**config.mk**
```make
export PLATFORM = sky130hd
export DESIGN_NAME = acc_top
export DESIGN_NICKNAME = d
export VERILOG_FILES = /design/src/acc_pkg.sv /design/src/acc_change_detect.sv /design/src/acc_top.sv
export VERILOG_INCLUDE_DIRS = /design/src
export SDC_FILE = /design/constraint.sdc
export NUM_CORES = 1
export LEC_CHECK = 0
export BUFFER_PORTS_ARGS = -buffer_cell sky130_fd_sc_hd__buf_4
export CORE_MARGIN = 2
export CORE_UTILIZATION = 50
export DETAILED_ROUTE_END_ITERATION = 8
export GPL_TIMING_DRIVEN = 0
export PLACE_DENSITY = 0.94
export RECOVER_POWER = 100
export SLEW_MARGIN = 20
export SYNTH_ARGS = -nofsm -noshare
export SYNTH_HDL_FRONTEND = slang
export SYNTH_SLANG_ARGS = --single-unit
```
**constraint.sdc**
```tcl
create_clock -name clk -period 4.65 [get_ports clk]
set_input_delay 0.465 -clock clk [delete_from_list [all_inputs] [get_ports clk]]
set_output_delay 0.465 -clock clk [all_outputs]
set_load 0.02 [all_outputs]
```
**src/acc_defines.svh**
```systemverilog
// offsets, field positions, reset values and timing counts for the
// comparator control block; included by the top module only
`ifndef ACC_DEFINES_SVH
`define ACC_DEFINES_SVH
`define ACC_OFS_CTRL1 12'h000
`define ACC_OFS_CTRL2 12'h004
`define ACC_OFS_AUX 12'h008
`define ACC_OFS_FLAGS 12'h00c
`define ACC_BIT_ON 7
`define ACC_BIT_RESULT 6
`define ACC_BIT_OE 5
`define ACC_BIT_POL 4
`define ACC_BIT_SP 3
`define ACC_BIT_REF 2
`define ACC_CTRL_RST 8'h08
`define ACC_CTRL_WMASK 8'hbf
`define ACC_AUX_RST 8'h00
`define ACC_AUX_WMASK 8'h03
`define ACC_PHASES 2'h3
`define ACC_PH_ONE 2'h0
`define ACC_PH_THREE 2'h2
`endif

```
**src/acc_pkg.sv**
```systemverilog
// types of the comparator control block
// uses nothing from acc_defines.svh; field order matches its bit positions
package acc_pkg;
   typedef struct packed
   {
      logic on;
      logic result;
      logic pinEnable;
      logic polarity;
      logic speedPower;
      logic refSelect;
      logic [1:0] invSelect;
   } acc_ctrl_t;
   typedef struct packed
   {
      logic [5:0] unused;
      logic syncSelect1;
      logic syncSelect2;
   } acc_aux_t;
   typedef struct packed
   {
      logic first;
      logic second;
      logic mismatch;
   } acc_chg_t;
endpackage

```
**src/acc_change_detect.sv**
```systemverilog
// mismatch latch pair of one comparator
// assumes phase strobes come from the top's four-phase divider
`timescale 1ns/1ns
`default_nettype none
module acc_change_detect
(
   // clock and reset
   input wire logic clk,
   input wire logic rst_n,
   // phase strobes and access
   input wire logic phaseOne,
   input wire logic phaseThree,
   input wire logic sleep,
   input wire logic regAccess,
   input wire logic compOut,
   // event
   output logic changePulse
);
   import acc_pkg::*;
   acc_chg_t state;
   acc_chg_t next_state;
   logic xorNow;
   always_comb
   begin
      next_state = state;
      // in sleep phase one stays high so the second latch is transparent
      if (phaseOne || sleep)
         next_state.second = compOut;
      if (phaseThree && regAccess)
         next_state.first = compOut;
      xorNow = next_state.first ^ next_state.second;
      next_state.mismatch = xorNow;
      changePulse = xorNow && !state.mismatch;
   end
   always_ff @(posedge clk or negedge rst_n)
   begin
      if (!rst_n)
         state <= '0;
      else
         state <= next_state;
   end
endmodule
`default_nettype wire

```
**src/acc_top.sv**
```systemverilog
// two-comparator control: registers over APB, output path, change flags
// assumes analog results arrive as synchronous levels; pads resolve pins
//
// How it works
// - result high when noninverting input above inverting, low when below
// - first comparator presents zero to change detect while off
// - latches clocked on phase one and phase three of four phases
// - in sleep phase one held high so second latch stays transparent
// - one control register per comparator plus an auxiliary register
// - control holds enable, input, reference, pin, polarity, speed
// - on bit set runs comparator; clear means off, lowest current
// - two-bit select routes one of four inverting input pins
// - polarity bit set inverts output, clear passes it
// - access latch at phase three, phase-one latch, mismatch sets flag
// - pin driven only when pin enable, direction clear and on set
// - reset returns control registers to reset values, all off
//
// Our own choices: the APB slave port and the register offsets.
`timescale 1ns/1ns
`default_nettype none
`include "acc_defines.svh"
module acc_top
(
   // clock and reset
   input wire logic clk,
   input wire logic rst_n,
   // apb slave
   input wire logic psel,
   input wire logic penable,
   input wire logic pwrite,
   input wire logic [11:0] paddr,
   input wire logic [31:0] pwdata,
   output logic [31:0] prdata,
   output logic pready,
   output logic pslverr,
   // analog side
   input wire logic [1:0] rawCompare,
   input wire logic sleep,
   input wire logic timerTick,
   input wire logic [1:0] pinDirection,
   // analog controls
   output logic [1:0] compEnable,
   output logic [1:0] speedPowerSelect,
   output logic [1:0] referenceSelect,
   output logic [3:0] invertingInputSelect,
   // outputs
   output logic [1:0] compPinOut,
   output logic [1:0] compPinOe,
   output logic [1:0] pwmShutdown,
   output logic [1:0] syncOut
);
   import acc_pkg::*;
   typedef struct packed
   {
      acc_ctrl_t [1:0] ctrl;
      acc_aux_t aux;
      logic [1:0] changeFlag;
      logic [1:0] phase;
      logic [1:0] syncRes;
      logic [31:0] rdata;
      logic ready;
      logic err;
      logic [1:0] pinOut;
      logic [1:0] pinOe;
      logic [1:0] pwm;
      logic [1:0] sout;
   } acc_state_t;
   acc_state_t s;
   acc_state_t next_s;
   logic [1:0] polOut;
   logic [1:0] detectIn;
   logic [1:0] access;
   logic [1:0] change;
   logic phOne;
   logic phThree;
   logic accessNow;
   logic wrNow;
   assign phOne = (s.phase == `ACC_PH_ONE);
   assign phThree = (s.phase == `ACC_PH_THREE);
   assign accessNow = psel && penable && !s.ready;
   assign wrNow = accessNow && pwrite;
   genvar g;
   generate
      for (g = 0; g < 2; g++)
      begin : gComp
         // off comparator: polarity alone sets the level, for presetting
         assign polOut[g] = (rawCompare[g] & s.ctrl[g].on)
            ^ s.ctrl[g].polarity;
         // first comparator feeds zero while off, second follows polarity
         if (g == 0)
         begin : gFirst
            assign detectIn[g] = polOut[g] & s.ctrl[g].on;
         end
         else
         begin : gSecond
            assign detectIn[g] = polOut[g];
         end
         assign access[g] = accessNow
            && (paddr == (g == 0 ? `ACC_OFS_CTRL1 : `ACC_OFS_CTRL2));
         acc_change_detect uDetect
         (
            .clk(clk),
            .rst_n(rst_n),
            .phaseOne(phOne),
            .phaseThree(phThree),
            .sleep(sleep),
            .regAccess(access[g]),
            .compOut(detectIn[g]),
            .changePulse(change[g])
         );
      end
   endgenerate
   always_comb
   begin
      next_s = s;
      next_s.phase = s.phase + 2'h1;
      next_s.ready = accessNow;
      next_s.err = 1'b0;
      for (int i = 0; i < 2; i++)
      begin
         // rawCompare is the analog decision: high when + above
         next_s.ctrl[i].result = polOut[i];
         if (timerTick)
            next_s.syncRes[i] = polOut[i];
         next_s.sout[i] = (i == 0 ? s.aux.syncSelect1 : s.aux.syncSelect2)
            ? s.syncRes[i] : polOut[i];
         next_s.pwm[i] = polOut[i];
         next_s.pinOut[i] = polOut[i];
         next_s.pinOe[i] = s.ctrl[i].pinEnable && !pinDirection[i]
            && s.ctrl[i].on;
         // set wins over a software clear in the same cycle
         if (change[i])
            next_s.changeFlag[i] = 1'b1;
      end
      if (accessNow)
      begin
         next_s.rdata = '0;
         unique case (paddr)
            `ACC_OFS_CTRL1, `ACC_OFS_CTRL2:
            begin
               next_s.rdata[7:0] = s.ctrl[paddr[2]];
               if (pwrite)
                  next_s.ctrl[paddr[2]] = acc_ctrl_t'(
                     (pwdata[7:0] & `ACC_CTRL_WMASK)
                     | ({7'h00, polOut[paddr[2]]} << `ACC_BIT_RESULT));
            end
            `ACC_OFS_AUX:
            begin
               next_s.rdata[7:0] = {polOut, 4'h0, s.aux.syncSelect1,
                  s.aux.syncSelect2};
               if (pwrite)
                  next_s.aux = acc_aux_t'(pwdata[7:0] & `ACC_AUX_WMASK);
            end
            `ACC_OFS_FLAGS:
            begin
               next_s.rdata[1:0] = s.changeFlag;
               // write one to clear; a same-cycle event keeps the flag set
               if (pwrite)
                  next_s.changeFlag = (s.changeFlag & ~pwdata[1:0]) | change;
            end
            default:
               next_s.err = 1'b1;
         endcase
      end
   end
   always_ff @(posedge clk or negedge rst_n)
   begin
      if (!rst_n)
      begin
         s <= '0;
         s.ctrl[0] <= acc_ctrl_t'(`ACC_CTRL_RST);
         s.ctrl[1] <= acc_ctrl_t'(`ACC_CTRL_RST);
         s.aux <= acc_aux_t'(`ACC_AUX_RST);
      end
      else
         s <= next_s;
   end
   // analog controls straight from the control flops
   assign compEnable = {s.ctrl[1].on, s.ctrl[0].on};
   assign speedPowerSelect = {s.ctrl[1].speedPower, s.ctrl[0].speedPower};
   assign referenceSelect = {s.ctrl[1].refSelect, s.ctrl[0].refSelect};
   assign invertingInputSelect = {s.ctrl[1].invSelect, s.ctrl[0].invSelect};
   assign prdata = s.rdata;
   assign pready = s.ready;
   assign pslverr = s.err;
   assign compPinOut = s.pinOut;
   assign compPinOe = s.pinOe;
   assign pwmShutdown = s.pwm;
   assign syncOut = s.sout;
endmodule
`default_nettype wire

```
* Word-level counts from Yosys, hierarchy flattened
Index checks and enable logic that the tools add are counted.
Operators by class: add/subtract/negate cells 1, magnitude comparators 2, equal/unequal tests 4, muxes and demuxes 26, bitwise operators 11, reduce and logical (&&, ||, !) cells 25
Operator list (count):
- $mux 8 | 4
- $mux 15 | 2
- $mux 25 | 1
- $eq 12x4->1 const B | 2
- $bwmux 16 | 1
- $logic_and 1x1->1 | 13
- $eq 12x3->1 const B | 1
- $logic_not 12->1 | 1
- $mux 1 | 12
- $pmux 6 s2 | 1
- $demux 8 s1 | 1
- $or 8x7->8 | 1
- $mux 2 | 3
- $pmux 2 s3 | 1
- $reduce_and 3->1 | 2
- $logic_not 1->1 | 5
- $reduce_or 4->1 | 1
- $xor 1x1->1 | 4
- $and 1x1->1 | 3
- $add 2x1->2 const B | 1
- $and 2x2->2 | 1
- $eq 2x2->1 const B | 1
- $logic_not 2->1 | 1
- $lt 1x2->1 const B | 1
- other kinds (5) | 5
Storage, ports and cells: register bits after elaboration 46, output and inout bits 52

* Logic depth before layout (Yosys ltp)
depth in word-level cells 11, gate-level depth with buffers 7, depth with buffers taken out 7

* Hierarchy
Synthesis repeated with hierarchy kept, for this count alone.
Second synthesis, totals: cell total of the unflattened synthesis 211, area, all modules 2401.1 µm²
Modules (own cells, without submodules):
- acc_top | instances 1, cells an instance 185, area each 2113.3 µm²
- acc_change_detect | instances 2, cells an instance 13, area each 143.9 µm²

* Least setup slack after synthesis
OpenSTA, ideal clock, no wires.
path kind input-to-reg, start point in paddr[11], end point reg s, in the netlist compEnable[1], data arrival time 1.653 ns, data required time 4.525 ns, setup slack 2.872 ns, stages 6, buffers on the path 1, cell sequence nor4_4 -> nand3_1 -> nor2_1 -> and2_1 -> buf_4 -> mux2_2
On the way: longest elaborated chain between the ends 3
Ends and longest elaborated chain:
- from (decl) | RTL line acc_top.sv:31 | input wire logic [11:0] paddr,
- $eq 12x3->1 / $logic_not 12->1 (equally long branches) | RTL line acc_top.sv:138 | unique case (paddr)
- $reduce_or 2->1 *
- $reduce_and 3->1 (no line) *
- to (signal assigned) | RTL line acc_top.sv:176 | s <= next_s;
- to (decl) | RTL line acc_top.sv:68 | acc_state_t s;
Every way passes the cells marked *; elsewhere a longest branch is shown, timed or not. A chain may end at the register's enable or synchronous reset.

* Final worst setup path
start point in paddr[11], end point reg s[69] (netlist bit)
The elaborated chain is that of the path after synthesis.

==> flow_results.xml <==
<?xml version="1.0" encoding="UTF-8"?>
<metrics>
  <group name="status">
    <metric name="run_status" unit="">finished, violations left</metric>
    <metric name="failed_checks" unit="">max-capacitance violations, max-slew violations</metric>
  </group>
  <group name="setup_path">
    <metric name="timing.critical_path.from_type" unit="">input port</metric>
    <metric name="critical_path_class" unit="">in -&gt; reg</metric>
    <metric name="cp.required" unit="ns">4.83</metric>
    <metric name="worstPathArrival" unit="ns">2.46</metric>
    <metric name="critical-path-slowest-cell" unit="">sky130_fd_sc_hd__nor4_1</metric>
    <metric name="end_kind" unit="">flip-flop</metric>
    <metric name="crit_path_max_incr_delay" unit="ns">0.53</metric>
    <metric name="critPathMaxFanout" unit="">7</metric>
    <metric name="cp_cell_sequence" unit="">clkbuf_4, nor4_1, nand3_1, nor2_1, and2_0, clkbuf_1, mux2_2</metric>
  </group>
  <group name="power_and_ir_drop">
    <metric name="power_per_cell_area" unit="nW/um^2">245</metric>
    <metric name="total_power" unit="uW">713</metric>
    <metric name="max-vdd-ir-drop" unit="uV">204</metric>
    <metric name="total_leakage_power" unit="uW">0.00161</metric>
  </group>
  <group name="clocking">
    <metric name="worst_setup_hold_path_clk_slew" unit="ns">0.08</metric>
    <metric name="cts_tree" unit="">built</metric>
    <metric name="cts_bufs_inserted" unit="">5</metric>
    <metric name="cts.root.buffer_cell" unit="">sky130_fd_sc_hd__clkbuf_8</metric>
    <metric name="cts_hold_buf" unit="">0</metric>
    <metric name="ctsResizeCount" unit="">0</metric>
    <metric name="cts.repair_timing.setup_buffer_count" unit="">0</metric>
    <metric name="tritoncts_num_sinks" unit="">46</metric>
    <metric name="worst_skew_pair.late_latency" unit="ns">0.30</metric>
    <metric name="clock_path_buffers" unit="">2</metric>
    <metric name="cts_htree_levels" unit="">2</metric>
  </group>
  <group name="synthesis">
    <metric name="async_flop_share" unit="%">100</metric>
    <metric name="synth_commonest_cells" unit="">sky130_fd_sc_hd__buf_4 (51), sky130_fd_sc_hd__dfrtp_1 (44), sky130_fd_sc_hd__nand2_1 (19), sky130_fd_sc_hd__mux2_2 (17), sky130_fd_sc_hd__inv_1 (10)</metric>
    <metric name="synth-warning-count" unit="">0</metric>
    <metric name="syn_area_per_cell" unit="um^2">11.4</metric>
    <metric name="synthCells" unit="">207</metric>
    <metric name="synth_top_flop_cell" unit="">sky130_fd_sc_hd__dfrtp_1</metric>
    <metric name="synth_seq_cells" unit="">46</metric>
    <metric name="sequential_fraction_of_the_synthesis_area" unit="%">48.8</metric>
    <metric name="synth_top_area_cell" unit="">sky130_fd_sc_hd__dfrtp_1</metric>
    <metric name="area_of_the_mapped_netlist" unit="um^2">2360</metric>
    <metric name="synth-edff-count" unit="">0</metric>
    <metric name="synth_top_cells_by_area" unit="">sky130_fd_sc_hd__dfrtp_1 (47%), sky130_fd_sc_hd__buf_4 (16%), sky130_fd_sc_hd__mux2_2 (8.1%)</metric>
    <metric name="yosysTopAreaCellShare" unit="%">46.6</metric>
    <metric name="yosysMostFrequentCell" unit="">sky130_fd_sc_hd__buf_4</metric>
    <metric name="synth.distinct_cells" unit="">33</metric>
  </group>
  <group name="finish">
    <metric name="layout.nets" unit="">351</metric>
    <metric name="layout_overhead_on_the_synthesized_area" unit="%">23.2</metric>
    <metric name="antenna_cells" unit="">0</metric>
    <metric name="final_layout_size_suffix_gt1_share" unit="%">36.9</metric>
    <metric name="final_util" unit="%">62.9</metric>
  </group>
  <group name="global_route">
    <metric name="grt_overflow_total" unit="">0</metric>
    <metric name="first_global_vias" unit="">1454</metric>
    <metric name="grt_antenna_before_repair" unit="">0</metric>
    <metric name="grt.total_usage" unit="%">16.3</metric>
    <metric name="grt_max_degree" unit="">47</metric>
    <metric name="grt_first_pass_wirelength" unit="um">6520</metric>
  </group>
  <group name="drt">
    <metric name="drt.antenna.violating_nets" unit="">0</metric>
    <metric name="routed_wire_length_per_instance" unit="um">12.2</metric>
    <metric name="num_vias" unit="">1629</metric>
    <metric name="detailedRoute.firstPassIterationCount" unit="">4</metric>
    <metric name="drc_errors" unit="">0</metric>
    <metric name="finalWirelength" unit="um">4270</metric>
    <metric name="dr.first_iter.drc_count" unit="">48</metric>
    <metric name="vias_per_cell" unit="">4.67</metric>
  </group>
  <group name="floorplanning">
    <metric name="core_area" unit="um^2">4630</metric>
    <metric name="dieWidth" unit="um">72.7</metric>
    <metric name="chipHeight" unit="um">72.7</metric>
    <metric name="pin_count" unit="">107</metric>
    <metric name="fp-row-count" unit="">25</metric>
    <metric name="initial_utilization" unit="%">51.0</metric>
    <metric name="floorplan.die_area" unit="um^2">5290</metric>
  </group>
  <group name="place">
    <metric name="gp_congestion" unit="">0.822</metric>
    <metric name="detailed_place_hpwl" unit="um">3360</metric>
    <metric name="portBuffers" unit="">57</metric>
  </group>
  <group name="flow_run">
    <metric name="drv_cap" unit="">1</metric>
  </group>
  <group name="timing">
    <metric name="timing.setup.tns" unit="ns">0</metric>
    <metric name="final_max_slew_viol_count" unit="">47</metric>
    <metric name="hold_viol" unit="">0</metric>
    <metric name="worstMarginPinSlew" unit="ns">2.34</metric>
    <metric name="layout_min_cycle_time" unit="ns">2.28</metric>
    <metric name="fmax" unit="MHz">438</metric>
    <metric name="unrepaired_setup_endpoints_after_global_routing" unit="">false</metric>
    <metric name="setup_viol" unit="">0</metric>
    <metric name="fin_crit_sh" unit="%">49.0</metric>
    <metric name="slew-limit-headroom" unit="%">-55.8</metric>
    <metric name="finClkSkew" unit="ns">0.00795</metric>
  </group>
  <group name="worst_hold_path">
    <metric name="min_path_type" unit="">in -&gt; reg</metric>
  </group>
</metrics>
[per-stage QoR]
step | area (um^2) | setup slack, ns | hold WS (ns) | std cells
global placement | 2940 | 2.59 | 0.410 | 341
CTS | 3020 | 2.85 | 0.166 | 349
global route | 2910 | 1.98 | 0.292 | 349
floorplan | 2450 | 2.87 | 0.169 | 230
detailed placement | 2940 | 2.54 | 0.444 | 341
finish | 2910 | 2.37 | 0.300 | 349
[power breakdown]
part	internal (uW)	switching [uW]	leakage (uW)
registers	402	1.04	0.000629
clock network	107	122	0.0000395
logic	35.9	44.8	0.000938
total	545	168	0.00161
[cell type report]
class	count	area (um^2)
Fill cell	393	1720
Sequential cell	46	1150
Multi-Input combinational cell	120	840
Buffer	54	398
Timing Repair Buffer	57	334
Clock buffer	8	80.1
Tap cell	54	67.6
Inverter	10	37.5
[per-layer routing]
| metal | global-route usage [%] | wire (um) | vias to the layer above |
|---|---|---|---|
| li1 | - | - | 791 |
| met1 | 20.2 | 1710 | 764 |
| met2 | 26.6 | 2120 | 64 |
| met3 | 4.42 | 341 | 10 |
| met4 | 7.82 | 92 | 0 |
| met5 | 0 | 0 | - |
[logic make-up (layout without fill, tap and decap cells)]
logic type | after synthesis | after routing | synth area share [%]
buffers and inverters | 64 | 129 | 18.6
flip-flops | 46 | 46 | 48.8
AND/OR/NAND/NOR | 46 | 46 | 10.9
multiplexers | 30 | 30 | 14.8
AO/OA/AOI/OAI | 12 | 12 | 3.34
XOR/XNOR | 6 | 6 | 2.22
adder cells (fa/ha/maj) | 2 | 2 | 1.06
other | 1 | 24 | 0.159
[path summary, 6_finish.rpt]
| kind | from | to | slack, ns | cells after the start |
|---|---|---|---|---|
| worst max-delay path | paddr[11] | s[69] | 2.37 | 7 |
| worst min-delay path | pinDirection[0] | compPinOe[0] | 0.30 | 2 |
| worst max register to register | pready | s[69] | 2.70 | 6 |
| worst min register to register | s[44] | s[44] | 0.45 | 1 |
| max in group asynchronous | rst_n | invertingInputSelect[0] | 2.46 | 1 |
| min in group asynchronous | rst_n | compPinOe[0] | 0.86 | 1 |
[flip-flops by register name (all words and copies together) (netlist names)]
signal                flops
pready                    1
speedPowerSelect          2
compPinOe                 2
pwmShutdown               2
compEnable                2
s                        14
gComp.uDetect.state       6
prdata                    8
syncOut                   2
pslverr                   1
invertingInputSelect      4
referenceSelect           2
[critical path, delay by kind of cell]
kind	cells	cell delay (ns)
multiplexers	1	0.39
buffers and inverters	2	0.45
AND/OR/NAND/NOR	4	1.15
[placed cells by master (no fill, tap or decap), drive strengths merged, types with 2 or more instances in the layout]
cell type,Yosys,layout
a21oi,2,2
a22o,2,2
and2,2,2
and3,3,3
buf,53,79
clkbuf,1,40
conb,1,24
dfrtp,44,44
dfstp,2,2
ha,2,2
inv,10,10
mux2,20,20
mux2i,8,8
mux4,2,2
nand2,19,19
nand3,4,4
nand4,2,2
nor2,9,9
nor4,3,3
o21ai,4,4
o31ai,2,2
xnor2,3,3
xor2,3,3
Note: power is estimated with default switching activity, not from simulation.
